File: src/rtl/fpes_pkg.sv
// package of constants for the flash program/erase sequencer host
package fpes_pkg;
  localparam logic [7:0]  CMD_READ_ARRAY   = 8'h00_FF;
  localparam logic [7:0]  CMD_READ_STATUS  = 8'h00_70;
  localparam logic [7:0]  CMD_CLEAR_STATUS = 8'h00_50;
  localparam logic [7:0]  CMD_ERASE_SETUP  = 8'h00_20;
  localparam logic [7:0]  CMD_CONFIRM      = 8'h00_D0;
  localparam logic [7:0]  CMD_SUSPEND      = 8'h00_B0;
  localparam logic [7:0]  CMD_PROG_SETUP   = 8'h00_40;
  localparam int          SR_SUPPLY_BIT    = 3;
  localparam int          SR_PROG_ERR_BIT  = 4;
  localparam int          SR_ERASE_ERR_BIT = 5;
  localparam int          SR_PAUSED_BIT    = 6;
  localparam int          SR_READY_BIT     = 7;
  localparam logic [2:0]  REG_CTRL         = 3'h0;
  localparam logic [2:0]  REG_ADDR         = 3'h1;
  localparam logic [2:0]  REG_DATA         = 3'h2;
  localparam logic [2:0]  REG_STATUS       = 3'h3;
  localparam logic [2:0]  REG_EVENT        = 3'h4;
  localparam logic [2:0]  REG_MASK         = 3'h5;
  localparam logic [2:0]  REG_RDATA        = 3'h6;
  localparam logic [2:0]  OP_NONE          = 3'h0;
  localparam logic [2:0]  OP_PROGRAM       = 3'h1;
  localparam logic [2:0]  OP_ERASE         = 3'h2;
  localparam logic [2:0]  OP_CLEAR         = 3'h3;
  localparam logic [2:0]  OP_READ_ARRAY    = 3'h4;
  localparam logic [2:0]  OP_SUSPEND       = 3'h5;
  localparam logic [2:0]  OP_RESUME        = 3'h6;
  localparam int          WE_LOW_NS        = 100;
  localparam int          CLK_NS           = 100;
  localparam int          WE_LOW_CYC       = (WE_LOW_NS + CLK_NS - 1) / CLK_NS;
  localparam int          RD_WAIT_NS       = 100;
  localparam int          RD_WAIT_CYC      = (RD_WAIT_NS + CLK_NS - 1) / CLK_NS;
  localparam logic [3:0]  EVT_RESET        = 4'h0;
  localparam logic [7:0]  STAT_RESET       = 8'h00_00;
  typedef enum logic [2:0] {
    FPES_CYC_IDLE  = 3'b000,
    FPES_CYC_SETUP = 3'b001,
    FPES_CYC_STROBE= 3'b011,
    FPES_CYC_HOLD  = 3'b010,
    FPES_CYC_DONE  = 3'b110
  } fpes_cyc_e;
endpackage

File: src/rtl/fpes_host.sv
// host controller that sequences program and erase commands on a parallel flash
// Functional notes
// - any number of programs may follow one another with the same sequence
// - full error decoding is optional once the ready flag is set
// - after an operation the device returns status until read-array is written
// - further blocks are erased by repeating setup then confirm per block
// - erase begins with the setup code written at any address
// - second erase cycle carries a block address with the confirm code
// - clear-status code resets supply, program and erase error flags
//
// The implementer's own choices: the plain strobed port and the address map.
`timescale 1ns/1ps
`default_nettype none
module fpes_host
  import fpes_pkg::*;
#(
  parameter int AW = 18,
  parameter int DW = 16
)(
  input  wire logic          core_clk,
  input  wire logic          nrst,
  input  wire logic          clk_en,
  input  wire logic [2:0]    reg_addr,
  input  wire logic [31:0]   reg_wdata,
  input  wire logic          reg_wr,
  input  wire logic          reg_rd,
  output logic [31:0]        reg_rdata,
  output logic               irq,
  output logic [AW-1:0]      flash_a,
  input  wire logic [DW-1:0] flash_dq_in,
  output logic [DW-1:0]      flash_dq_out,
  output logic               flash_dq_oe,
  output logic               flash_ce_n,
  output logic               flash_we_n,
  output logic               flash_oe_n
);
  typedef enum logic [3:0] {
    FPES_IDLE     = 4'b0000,
    FPES_CMD1     = 4'b0001,
    FPES_CMD2     = 4'b0011,
    FPES_POLL     = 4'b0010,
    FPES_CHECK    = 4'b0110,
    FPES_FINISH   = 4'b0111,
    FPES_ARRAY    = 4'b0101,
    FPES_ARRAYRD  = 4'b0100
  } fpes_st_e;

  // events: 0 done, 1 error, 2 paused, 3 refused
  typedef struct packed {
    fpes_st_e      st;
    logic [2:0]    op;
    logic          busy;
    logic          lock;
    logic [7:0]    status;
    logic [AW-1:0] addr;
    logic [DW-1:0] data;
    logic [DW-1:0] rdbuf;
    logic [3:0]    evt;
    logic [3:0]    mask;
    logic          cyc_start;
    logic          cyc_wr;
    logic [AW-1:0] cyc_a;
    logic [DW-1:0] cyc_d;
    logic          susp_req;
    logic [31:0]   rdata;
    logic          irq;
  } fpes_s;
  fpes_s s_reg;
  fpes_s s_next;

  logic          cyc_done;
  logic [DW-1:0] cyc_rdata;

  fpes_bus_cycle #(.AW(AW), .DW(DW)) u_cycle (
    .core_clk (core_clk),
    .nrst     (nrst),
    .clk_en   (clk_en),
    .start    (s_reg.cyc_start),
    .is_write (s_reg.cyc_wr),
    .addr     (s_reg.cyc_a),
    .wdata    (s_reg.cyc_d),
    .dq_in    (flash_dq_in),
    .done     (cyc_done),
    .rdata    (cyc_rdata),
    .a_out    (flash_a),
    .dq_out   (flash_dq_out),
    .dq_oe    (flash_dq_oe),
    .ce_n     (flash_ce_n),
    .we_n     (flash_we_n),
    .oe_n     (flash_oe_n)
  );

  always_comb
  begin
    logic [3:0] evt_set;
    logic [7:0] sr;
    evt_set = 4'h0;
    sr = cyc_rdata[7:0];
    s_next = s_reg;
    s_next.cyc_start = 1'b0;
    unique case (s_reg.st)
      FPES_IDLE:
      begin
        if (s_reg.busy)
        begin
          s_next.busy = 1'b0;
          s_next.cyc_start = 1'b1;
          s_next.cyc_wr = 1'b1;
          s_next.cyc_a = s_reg.addr;
          s_next.st = FPES_CMD1;
          unique case (s_reg.op)
            OP_PROGRAM:
              s_next.cyc_d = DW'(CMD_PROG_SETUP);
            OP_ERASE:
              s_next.cyc_d = DW'(CMD_ERASE_SETUP);
            OP_CLEAR:
              s_next.cyc_d = DW'(CMD_CLEAR_STATUS);
            OP_READ_ARRAY:
              s_next.cyc_d = DW'(CMD_READ_ARRAY);
            OP_RESUME:
            begin
              // no setup cycle: a setup code here would start a fresh erase
              s_next.cyc_d = DW'(CMD_CONFIRM);
              s_next.st = FPES_CMD2;
            end
            default:
              s_next.cyc_d = DW'(CMD_READ_ARRAY);
          endcase
        end
      end
      FPES_CMD1:
      begin
        if (cyc_done)
        begin
          unique case (s_reg.op)
            OP_PROGRAM, OP_ERASE:
            begin
              s_next.cyc_start = 1'b1;
              s_next.cyc_a = s_reg.addr;
              s_next.cyc_d = (s_reg.op == OP_PROGRAM) ? s_reg.data : DW'(CMD_CONFIRM);
              s_next.st = FPES_CMD2;
            end
            OP_CLEAR:
            begin
              s_next.status[SR_ERASE_ERR_BIT:SR_SUPPLY_BIT] = 3'h0;
              s_next.lock = 1'b0;
              s_next.st = FPES_FINISH;
            end
            OP_READ_ARRAY:
              s_next.st = FPES_ARRAY;
            default:
              s_next.st = FPES_FINISH;
          endcase
        end
      end
      FPES_CMD2:
      begin
        if (cyc_done)
        begin
          s_next.cyc_start = 1'b1;
          s_next.cyc_wr = 1'b0;
          s_next.st = FPES_POLL;
        end
      end
      FPES_POLL:
      begin
        if (cyc_done)
        begin
          s_next.status = sr;
          if (sr[SR_READY_BIT])
            s_next.st = FPES_CHECK;
          else if (s_reg.susp_req && (s_reg.op == OP_ERASE || s_reg.op == OP_RESUME))
          begin
            s_next.susp_req = 1'b0;
            s_next.cyc_start = 1'b1;
            s_next.cyc_wr = 1'b1;
            s_next.cyc_d = DW'(CMD_SUSPEND);
            s_next.st = FPES_CMD2;
          end
          else
          begin
            s_next.cyc_start = 1'b1;
            s_next.cyc_wr = 1'b0;
          end
        end
      end
      FPES_CHECK:
      begin
        // only the supply flag sets the lock; any of bits 5:3 raises the error event, paused with ready the paused event
        if (s_reg.status[SR_SUPPLY_BIT])
          s_next.lock = 1'b1;
        if (|s_reg.status[SR_ERASE_ERR_BIT:SR_SUPPLY_BIT])
          evt_set[1] = 1'b1;
        if (s_reg.status[SR_PAUSED_BIT] && s_reg.status[SR_READY_BIT])
          evt_set[2] = 1'b1;
        s_next.st = FPES_FINISH;
      end
      FPES_ARRAY:
      begin
        s_next.cyc_start = 1'b1;
        s_next.cyc_wr = 1'b0;
        s_next.st = FPES_ARRAYRD;
      end
      FPES_ARRAYRD:
      begin
        if (cyc_done)
        begin
          s_next.rdbuf = cyc_rdata;
          s_next.st = FPES_FINISH;
        end
      end
      FPES_FINISH:
      begin
        evt_set[0] = 1'b1;
        // a suspend that came too late is dropped here; one written in this cycle or while idle can still pause the next erase
        s_next.susp_req = 1'b0;
        s_next.st = FPES_IDLE;
      end
      default:
        s_next.st = FPES_IDLE;
    endcase

    s_next.rdata = 32'h0000_0000;
    if (reg_rd)
    begin
      unique case (reg_addr)
        REG_CTRL:   s_next.rdata = {27'h000_0000, s_reg.lock, s_reg.busy || s_reg.st != FPES_IDLE, s_reg.op};
        REG_ADDR:   s_next.rdata = 32'(s_reg.addr);
        REG_DATA:   s_next.rdata = 32'(s_reg.data);
        REG_STATUS: s_next.rdata = {24'h00_0000, s_reg.status};
        REG_EVENT:  s_next.rdata = {28'h000_0000, s_reg.evt};
        REG_MASK:   s_next.rdata = {28'h000_0000, s_reg.mask};
        REG_RDATA:  s_next.rdata = 32'(s_reg.rdbuf);
        default:    s_next.rdata = 32'h0000_0000;
      endcase
    end
    if (reg_wr)
    begin
      unique case (reg_addr)
        REG_CTRL:
        begin
          if (reg_wdata[2:0] == OP_SUSPEND)
            s_next.susp_req = 1'b1;
          else if (s_reg.st == FPES_IDLE && !s_reg.busy && reg_wdata[2:0] != OP_NONE)
          begin
            if (s_reg.lock && (reg_wdata[2:0] == OP_PROGRAM || reg_wdata[2:0] == OP_ERASE))
              evt_set[3] = 1'b1;
            else
            begin
              // resume writes only the confirm code, then polls like an erase
              s_next.op = reg_wdata[2:0];
              s_next.busy = 1'b1;
            end
          end
        end
        REG_ADDR: s_next.addr = reg_wdata[AW-1:0];
        REG_DATA: s_next.data = reg_wdata[DW-1:0];
        REG_MASK: s_next.mask = reg_wdata[3:0];
        default:  s_next.mask = s_reg.mask;
      endcase
    end
    // read clears, but an event in the same cycle survives
    if (reg_rd && reg_addr == REG_EVENT)
      s_next.evt = evt_set;
    else
      s_next.evt = s_reg.evt | evt_set;
    s_next.irq = |(s_next.evt & s_next.mask);
  end

  always_ff @(posedge core_clk)
  begin
    if (!nrst)
    begin
      s_reg <= '0;
      s_reg.st <= FPES_IDLE;
      s_reg.status <= STAT_RESET;
      s_reg.evt <= EVT_RESET;
    end
    else if (clk_en)
      s_reg <= s_next;
  end

  assign reg_rdata = s_reg.rdata;
  assign irq = s_reg.irq;
endmodule
`default_nettype wire

File: src/rtl/fpes_bus_cycle.sv
// one write or read cycle on the flash pins
`timescale 1ns/1ps
`default_nettype none
module fpes_bus_cycle
  import fpes_pkg::*;
#(
  parameter int AW = 18,
  parameter int DW = 16
)(
  input  wire logic          core_clk,
  input  wire logic          nrst,
  input  wire logic          clk_en,
  input  wire logic          start,
  input  wire logic          is_write,
  input  wire logic [AW-1:0] addr,
  input  wire logic [DW-1:0] wdata,
  input  wire logic [DW-1:0] dq_in,
  output logic               done,
  output logic [DW-1:0]      rdata,
  output logic [AW-1:0]      a_out,
  output logic [DW-1:0]      dq_out,
  output logic               dq_oe,
  output logic               ce_n,
  output logic               we_n,
  output logic               oe_n
);
  typedef struct packed {
    fpes_cyc_e     st;
    logic [3:0]    cnt;
    logic          wr;
    logic          done;
    logic [DW-1:0] rdata;
    logic [AW-1:0] a;
    logic [DW-1:0] dq;
    logic          oe;
    logic          ce_n;
    logic          we_n;
    logic          oe_n;
  } fpes_cyc_s;
  fpes_cyc_s s_reg;
  fpes_cyc_s s_next;

  always_comb
  begin
    s_next = s_reg;
    s_next.done = 1'b0;
    unique case (s_reg.st)
      FPES_CYC_IDLE:
      begin
        if (start)
        begin
          s_next.st = FPES_CYC_SETUP;
          s_next.wr = is_write;
          s_next.a = addr;
          s_next.dq = wdata;
          s_next.oe = is_write;
          s_next.ce_n = 1'b0;
        end
      end
      FPES_CYC_SETUP:
      begin
        s_next.st = FPES_CYC_STROBE;
        s_next.cnt = 4'((s_reg.wr ? WE_LOW_CYC : RD_WAIT_CYC) - 1);
        if (s_reg.wr)
          s_next.we_n = 1'b0;
        else
          s_next.oe_n = 1'b0;
      end
      FPES_CYC_STROBE:
      begin
        if (s_reg.cnt != 4'h0)
          s_next.cnt = s_reg.cnt - 4'h1;
        else
        begin
          s_next.st = FPES_CYC_HOLD;
          if (!s_reg.wr)
            s_next.rdata = dq_in;
          s_next.we_n = 1'b1;
          s_next.oe_n = 1'b1;
        end
      end
      FPES_CYC_HOLD:
      begin
        // data held past the rising strobe before release
        s_next.st = FPES_CYC_DONE;
        s_next.oe = 1'b0;
        s_next.ce_n = 1'b1;
      end
      FPES_CYC_DONE:
      begin
        s_next.st = FPES_CYC_IDLE;
        s_next.done = 1'b1;
      end
      default:
        s_next.st = FPES_CYC_IDLE;
    endcase
  end

  always_ff @(posedge core_clk)
  begin
    if (!nrst)
    begin
      s_reg <= '0;
      s_reg.st <= FPES_CYC_IDLE;
      s_reg.ce_n <= 1'b1;
      s_reg.we_n <= 1'b1;
      s_reg.oe_n <= 1'b1;
    end
    else if (clk_en)
      s_reg <= s_next;
  end

  assign done = s_reg.done;
  assign rdata = s_reg.rdata;
  assign a_out = s_reg.a;
  assign dq_out = s_reg.dq;
  assign dq_oe = s_reg.oe;
  assign ce_n = s_reg.ce_n;
  assign we_n = s_reg.we_n;
  assign oe_n = s_reg.oe_n;
endmodule
`default_nettype wire

File: config.mk
export PLATFORM = sky130hd
export DESIGN_NAME = fpes_host
export DESIGN_NICKNAME = d
export VERILOG_FILES = /design/src/rtl/fpes_pkg.sv /design/src/rtl/fpes_host.sv /design/src/rtl/fpes_bus_cycle.sv
export SDC_FILE = /design/constraint.sdc
export NUM_CORES = 1
export LEC_CHECK = 0
export BUFFER_PORTS_ARGS = -buffer_cell sky130_fd_sc_hd__buf_2
export CORE_MARGIN = 8
export CORE_UTILIZATION = 45
export DETAILED_ROUTE_END_ITERATION = 8
export GPL_ROUTABILITY_DRIVEN = 1
export GPL_TIMING_DRIVEN = 0
export PLACE_DENSITY = 0.74
export SLEW_MARGIN = 5
export SYNTH_ARGS = -nofsm -noshare
export SYNTH_HDL_FRONTEND = slang
export SYNTH_SLANG_ARGS = --single-unit
File: constraint.sdc
create_clock -name core_clk -period 2.15 [get_ports core_clk]
set_clock_uncertainty 0.1 [all_clocks]
set_input_delay 0.43 -clock core_clk [delete_from_list [all_inputs] [get_ports core_clk]]
set_output_delay 0.43 -clock core_clk [all_outputs]
set_load 0.005 [all_outputs]
==> results_dict.tcl, run 1 <==
set metrics [dict create \
    clk_pin_slew_ns 0.07 \
    cts.path.max_buffers 2 \
    place_inst 1407 \
    grt_overflow 0 \
    max_freq_ghz 0.485 \
    drtIter0Drc 859 \
    hpwl_um 19300 \
    min_path_type "in -> reg" \
    max-cap-violations 0 \
    htreeDepth 4 \
    stdcell_area_um2 10400 \
    core_area_um2 19300 \
    first_global_vias 7419 \
    post-route-period-util 0.958 \
    slew_violations 0 \
    ys_async_sr_fraction 0 \
    synth.most_common_cell "dfxtp_1" \
    wl_met1_um 11000 \
    ctsRootBufferMaster "clkbuf_16" \
    vias 7885 \
    die_height_um 156 \
    synthTopCellsByArea "dfxtp_1, mux2i_1, nand2_1" \
    viasPerCell 5.46 \
    dr.pass1.iters 6 \
    critPathSlowestCell "dfxtp_1" \
    setup_viol 0 \
    hold_ws_ns 0.113 \
    cts_made_buffers 17 \
    start_util 0.457 \
    final_hold_viol_count 0 \
    drive_above_1_share 0.220 \
    syn_area_per_cell_um2 8.53 \
    postCtsHoldBufs 0 \
    grt_max_degree 18 \
    synth-seq-cells 193 \
    yosysTopAreaCellShare 0.438 \
    fin_crit_ns 2.06 \
    grt_setup_unrepaired "false" \
    syn_to_final_growth_pct 17.7 \
    crit_path_frequent_cell "buf_2" \
    wl_per_cell_um 18.0 \
    dieArea_um2 24400 \
    diodes 0 \
    antenna_found_initial 0 \
    syn_area_um2 8830 \
    tns_ns 0 \
    cp_max_fo 10 \
    cpPeakStageDelay_ns 0.36 \
    critPathLaunchType "flip-flop" \
    yosys-top-cells-count "dfxtp_1, nand2_1, nor2_1" \
    finalNonFillerCells 1443 \
    relSlewSlack 0.389 \
    syn_inst 1035 \
    synth-seq-area-share 0.438 \
    cp_cell_sequence "buf_2 > buf_2 > and3b_1 > a32oi_1 > o32ai_1 > a211oi_1 > nor2_1" \
    synth_warnings 0 \
    drt_wl_total_um 26000 \
    detail-route-antenna-nets 0 \
    met2_length_um 12200 \
    io-pin-count 127 \
    synth_ff_type "dfxtp_1" \
    largest_reg_flops 111 \
    fill_cells 1819 \
    endpoint_kind "flip-flop" \
    synth_enable_flop_cells 0 \
    drc 0 \
    port-buffer-count 94 \
    ir_worst_vdd_mv 0.631 \
    clk_latency_ns 0.44 \
    cts_tree "yes" \
    die_width_um 156 \
    worstPathRequired_ns 2.38 \
    synthDistinctLibCells 74 \
    fin_nets 1222 \
    crit_type "reg -> reg" \
    top_layer "met4" \
    worstPathArrival_ns 2.29 \
    outcome "completed" \
    tightest_slew_ns 0.916 \
    wl_met3_um 2000 \
    power_density_nw_per_um2 708 \
    synth.largest_area_cell "dfxtp_1" \
    grtUsageTotal 0.209 \
    place_congestion 0.945 \
    numClockSinks 193 \
    rows 51 \
    placed_cell_area_um2 9680 \
    grt_pass1_wl_um 40000 \
    p_leak_nw 4.51 \
    p_total_w 0.00736 \
]
[final cells by class]
type / instances / area (um2) / share of cell area
clock buffers: 20 / 457 / 0.0439
multi-input cells: 698 / 4150 / 0.399
well taps: 265 / 332 / 0.0319
plain buffers: 139 / 850 / 0.0817
repair buffers: 99 / 508 / 0.0489
inverters: 17 / 63.8 / 0.00614
clock inverters: 12 / 169 / 0.0162
flip-flops and latches: 193 / 3860 / 0.372
[cells in the final DEF (no fill, tap or decap), drive strengths merged, types with 3 or more instances in the layout]
cell       n
mux2i     93
buf      200
xnor2      5
or2        3
nand2b    12
inv       23
nand2    146
and3       3
nand3     47
a22oi      7
conb      14
nor2b     12
and3b      3
o21ai     39
clkbuf    58
dfxtp    193
nor3       4
o221a      3
nand4     12
nor3b      3
a32oi      3
o211ai     7
nand3b     4
nor2     115
a21o       3
mux2       3
a2bb2oi    8
or3        4
o211a      7
a211oi     3
bufinv     3
a21oi     99
a31oi      4
[through the flow]
stage	setup WS [ns]	util
5_1_grt	0.00114	0.538
6_report	0.0896	0.538
3_3_place_gp	-0.239	0.501
4_1_cts	0.00460	0.534
3_5_place_dp	-0.240	0.501
2_1_floorplan	0.258	-
[final timing paths]
path                        start                end  slack, ns  depth (start not counted)
hold / removal    flash_dq_in[12]  u_cycle.rdata[12]       0.11                          3
setup reg to reg       s_reg[141]                irq       0.09                          7
setup / recovery       s_reg[141]                irq       0.09                          7
hold reg to reg         s_reg[62]          s_reg[62]       0.35                          2
[critical path: cells and delay by family, from the launching register on]
family	cells	cell delay, ns
flip-flops	1	0.36
AO/OA/AOI/OAI	3	0.62
buffers and inverters	2	0.52
AND/OR/NAND/NOR	2	0.34
[where the power goes]
part	total [W]	switching, W	internal (W)
registers	0.00361	0.0000171	0.00359
logic	0.000376	0.000254	0.000122
clock network	0.00338	0.00146	0.00192
total	0.00736	0.00173	0.00563
[routing by layer]
| layer | global-route usage | vias to the layer above |
|---|---|---|
| met5 | 0 | - |
| met4 | 0.0892 | 0 |
| met3 | 0.0476 | 54 |
| met2 | 0.344 | 337 |
| met1 | 0.259 | 3756 |
| li1 | - | 3738 |
[what timing repair did]
item                                    CTS  global route
endpoints found under the setup margin   20            39
gates resized for setup                   5            13
hold endpoints to repair                  0             0
buffers inserted                          1             4
pin swaps                                 0             2
[cell families after synthesis]
| logic type | Yosys count | share of synthesized area |
|---|---|---|
| AO/OA/AOI/OAI | 202 | 0.140 |
| XOR/XNOR | 5 | 0.00581 |
| adder cells (fa/ha/maj) | 1 | 0.00142 |
| buffers and inverters | 157 | 0.103 |
| flip-flops | 193 | 0.438 |
| multiplexers | 97 | 0.112 |
| other | 1 | 0.000425 |
| AND/OR/NAND/NOR | 379 | 0.200 |
Note: power is estimated with default switching activity, not from simulation.
==> run 2: changes to the inputs <==
==> constraint.sdc (replaced) <==
create_clock -name core_clk -period 2.15 [get_ports core_clk]
set_clock_uncertainty 0.1 [all_clocks]
set_input_delay 0.1075 -clock core_clk [delete_from_list [all_inputs] [get_ports core_clk]]
set_output_delay 0.1075 -clock core_clk [all_outputs]
set_load 0.02 [all_outputs]
==> run 2 against run 1 <==
  * Sequential share of layout area down 1.1 points
  * Via count rose by 1.6%
  * Sequential cell count did not move
  * Design area is 3.1% higher
  * Wire length rose by 1.4%
  * Critical path depth stayed put
  * Maximum frequency up 0.81%
  * Combinational power grew 17%
  * Cell count rose by 2.2%
  * Highest routed layer unchanged
==> results_dict.tcl, run 2 (same netlist as run 1, synthesis figures left out) <==
set metrics [dict create \
    outcome "completed" \
    dr.pass1.iters 6 \
    fin_nets 1254 \
    drive_above_1_share 0.214 \
    fill_cells 1769 \
    grtUsageTotal 0.214 \
    io-pin-count 127 \
    max-cap-violations 0 \
    cts_tree "yes" \
    clk_pin_slew_ns 0.07 \
    ir_worst_vdd_mv 0.625 \
    crit_type "reg -> reg" \
    start_util 0.457 \
    die_width_um 156 \
    r2r_slack_ns 0.11 \
    slew_violations 0 \
    fin_crit_ns 2.04 \
    endpoint_kind "flip-flop" \
    detail-route-antenna-nets 0 \
    drtIter0Drc 806 \
    dieArea_um2 24400 \
    htreeDepth 4 \
    placed_cell_area_um2 9680 \
    ctsRootBufferMaster "clkbuf_16" \
    worstHoldPathCells 3 \
    cts_made_buffers 17 \
    drt_wl_total_um 26300 \
    vias 8013 \
    clk_latency_ns 0.44 \
    core_area_um2 19300 \
    antenna_found_initial 0 \
    max_freq_ghz 0.489 \
    p_leak_nw 4.64 \
    grt_setup_unrepaired "false" \
    drc 0 \
    critPathLaunchType "flip-flop" \
    grt_max_degree 18 \
    cp-startpoint "s_reg[141]" \
    worstPathRequired_ns 2.38 \
    power_density_nw_per_um2 694 \
    min_path_type "in -> reg" \
    final_common_cell "dfxtp_1" \
    place_congestion 0.945 \
    r2r-end "irq" \
    cp_max_fo 10 \
    r2r_cells 7 \
    die_height_um 156 \
    final_cell_mix "dfxtp_1, nand2_1, buf_2" \
    relSlewSlack 0.391 \
    tns_ns 0 \
    wl_per_cell_um 17.9 \
    stdcell_area_um2 10700 \
    final_hold_viol_count 0 \
    diodes 0 \
    syn_to_final_growth_pct 21.4 \
    first_global_vias 7617 \
    port-buffer-count 94 \
    post-route-util 0.554 \
    post-route-period-util 0.951 \
    setup_viol 0 \
    worstPathArrival_ns 2.27 \
    hpwl_um 19300 \
    grt_pass1_wl_um 40900 \
    tightest_slew_ns 0.914 \
    grt_overflow 0 \
    numClockSinks 193 \
    cts.path.max_buffers 2 \
    r2r-start "s_reg[141]" \
    cp-endpoint "irq" \
    viasPerCell 5.43 \
    largest_reg_flops 111 \
    rows 51 \
]
-- run 2: changes by cell type in the layout (fill, tap and decap cells not counted), sizes merged --
cell,previous run,this run
dlygate4sd3,0,32
-- run 2: worst min path at each step --
| stage | start | to | slack (ns) |
|---|---|---|---|
| floorplan | reg_wdata[6] | s_reg[100] | 0.15 |
| global placement | flash_dq_in[12] | u_cycle.rdata[12] | 0.24 |
| detailed placement | flash_dq_in[12] | u_cycle.rdata[12] | 0.24 |
| CTS | nrst | s_reg[69] | 0.02 |
| global route | nrst | s_reg[69] | 0.06 |
| finish | nrst | s_reg[69] | 0.03 |
-- run 2: per-layer routing --
metal  track usage  up-vias  share of wire
met3        0.0476       56          0.072
met4        0.0892        0          0.029
met5             0        -              0
li1              -     3812              -
met2         0.356      328           0.48
met1         0.261     3817           0.42
-- run 2: power by group --
part / internal (W) / total [W] / switching (W)
registers: 0.00359 / 0.00361 / 0.0000169
clock network: 0.00192 / 0.00339 / 0.00146
logic: 0.000161 / 0.000440 / 0.000279
-- run 2: through the flow --
step           worst slack, ns  power, W  hold WS [ns]  std cells
2_1_floorplan            0.311   0.00392         0.151       1048
3_3_place_gp           -0.0155   0.00406         0.235       1407
3_5_place_dp           -0.0853   0.00407         0.243       1407
4_1_cts                0.00460   0.00743        0.0206       1472
5_1_grt                0.00114   0.00763        0.0631       1475
6_report                 0.106   0.00743        0.0307       1475
-- run 2: layout make-up --
class	count	area [um2]	area share
Tap cell	265	332	0.0309
Sequential cell	193	3860	0.361
Buffer	139	850	0.0793
Clock buffer	20	457	0.0426
Timing Repair Buffer	131	828	0.0773
Inverter	17	63.8	0.00596
Multi-Input combinational cell	698	4150	0.388
Clock inverter	12	169	0.0158
-- run 2: critical path: stages, from the launching register on --
cell and delay, ns:
dfxtp_1 0.36, buf_2 0.23, buf_2 0.29, and3b_1 0.28, a32oi_1 0.23, o32ai_1 0.13, a211oi_1 0.25, nor2_1 0.06
-- run 2: timing repair --
action / CTS / global route
setup buffers: 1 / 4
hold endpoints to repair: 46 / 0
gates resized for setup: 5 / 13
hold buffers: 32 / 0
setup endpoints to repair: 20 / 39
cloned: 0 / 0
pin swaps: 0 / 2
==> run 3: changes to the inputs <==
--- a/config.mk
+++ b/config.mk
@@ -5,7 +5,7 @@
 export SDC_FILE = /design/constraint.sdc
 export NUM_CORES = 1
 export LEC_CHECK = 0
-export BUFFER_PORTS_ARGS = -buffer_cell sky130_fd_sc_hd__buf_2
+export BUFFER_PORTS_ARGS = -buffer_cell sky130_fd_sc_hd__buf_4
 export CORE_MARGIN = 8
 export CORE_UTILIZATION = 45
 export DETAILED_ROUTE_END_ITERATION = 8
==> run 3 against run 2 <==
  * Register-to-register slack got worse by 0.08 ns
  * Total power fell by 0.61%
  * Cell count decreased by 0.20%
  * Largest cell class unchanged
  * Via count shrank 0.84%
  * Sequential share of layout area shrank 0.70 points
  * Highest routed layer unchanged
  * Maximum frequency decreased by 3.6%
  * Sequential power barely moved
  * Hold slack improved by 0.013 ns
  * Critical path type unchanged
  * Clock power down 2%
  * Critical endpoint is now s_reg[35]
  * Combinational power up 4%
  * Critical path depth is the same
==> results_dict.tcl, run 3 (same netlist as run 1, synthesis figures left out) <==
set metrics [dict create \
    outcome "completed" \
    final_hold_viol_count 0 \
    slew_violations 0 \
    drtIter0Drc 726 \
    htreeDepth 4 \
    syn_to_final_growth_pct 23.8 \
    cts.path.max_buffers 2 \
    first_global_vias 7648 \
    numClockSinks 193 \
    grt_overflow 0 \
    p_leak_nw 4.64 \
    io-pin-count 127 \
    viasPerCell 5.40 \
    seq_area_um2 3860 \
    dieArea_um2 24400 \
    endpoint_kind "flip-flop" \
    place_ws_ns -0.0600 \
    ir_worst_vdd_mv 0.537 \
    start_util 0.457 \
    power_density_nw_per_um2 676 \
    fin_nets 1251 \
    die_width_um 156 \
    final_cell_mix "dfxtp_1, buf_4, nand2_1" \
    worstPathRequired_ns 2.38 \
    drive_above_1_share 0.208 \
    largest_reg_flops 111 \
    drt_wl_total_um 25900 \
    place_congestion 0.929 \
    clk_latency_ns 0.43 \
    port-buffer-count 94 \
    critPathLaunchType "flip-flop" \
    grtUsageTotal 0.212 \
    tightest_slew_ns 0.817 \
    crit_type "reg -> reg" \
    setup_ws_ns 0.0306 \
    max_freq_ghz 0.472 \
    multi_input_area_um2 4160 \
    fill_cells 1728 \
    cts_made_buffers 17 \
    rows 51 \
    ctsRootBufferMaster "clkbuf_16" \
    clk_pin_slew_ns 0.07 \
    grt_max_degree 18 \
    core_area_um2 19300 \
    final_common_cell "dfxtp_1" \
    hpwl_um 19300 \
    cts_tree "yes" \
    grt_pass1_wl_um 40600 \
    cp_max_fo 10 \
    antenna_found_initial 0 \
    setup_viol 0 \
    min_path_type "in -> reg" \
    detail-route-antenna-nets 0 \
    post-route-period-util 0.986 \
    dr.pass1.iters 6 \
    die_height_um 156 \
    placed_cell_area_um2 9920 \
    fin_crit_ns 2.12 \
    diodes 0 \
    relSlewSlack 0.455 \
    stdcell_area_um2 10900 \
    drc 0 \
    max-cap-violations 0 \
    vias 7946 \
    worstPathArrival_ns 2.35 \
    wl_per_cell_um 17.6 \
]
-- run 3: area by class of cell --
type	instances	share of cell area
buffer	139	0.0781
clock inverter	13	0.0157
clock buffer	19	0.0405
sequential	193	0.354
timing repair buffer	128	0.0955
inverter	17	0.00584
multi-input combinational	698	0.380
tap	265	0.0303
-- run 3: routing by layer --
metal / up-vias / track usage / routed length [um]
met5: - / 0 / 0
met3: 50 / 0.0446 / 1710
met2: 283 / 0.348 / 12400
li1: 3804 / - / -
met1: 3809 / 0.267 / 11200
met4: 0 / 0.0860 / 694
-- run 3: worst paths after layout --
kind                                  end  slack (ns)  depth (start not counted)        startpoint
worst max-delay path            s_reg[35]        0.03                          7  u_cycle.rdata[7]
worst min-delay path            s_reg[71]        0.04                          3      reg_wdata[1]
worst max register to register  s_reg[35]        0.03                          7  u_cycle.rdata[7]
worst min register to register  s_reg[42]        0.35                          2         s_reg[42]
-- run 3: what timing repair did --
action,CTS,global route
gates cloned,0,0
resized for setup,3,15
setup endpoints to repair,13,66
setup buffers,1,0
endpoints found under the hold margin,48,0
pin swaps,1,0
hold buffers,33,0
-- run 3: worst max-delay path, stage by stage, from the launching register on --
cell and delay [ns]:
dfxtp_1 0.30, clkbuf_1 0.27, o21ai_0 0.30, a21oi_1 0.15, nor4b_4 0.34, clkbuf_4 0.28
o211ai_1 0.14, o211a_1 0.15
-- run 3: through the flow --
stage	total power [W]	TNS [ns]	utilization	hold slack, ns	cells
5_1_grt	0.00761	-0.312	0.565	0.0372	1472
3_5_place_dp	0.00409	-0.470	0.513	0.244	1407
6_report	0.00739	0	0.565	0.0440	1472
3_3_place_gp	0.00408	-0.0136	0.513	0.236	1407
4_1_cts	0.00740	0	0.563	0.0228	1473
2_1_floorplan	0.00392	0	-	0.151	1048
-- run 3: power breakdown --
part	leakage (nW)	internal, W	switching [W]	total, W
Combinational	2.79	0.000182	0.000278	0.000459
Sequential	1.56	0.00359	0.0000168	0.00361
Clock	0.294	0.00189	0.00144	0.00332
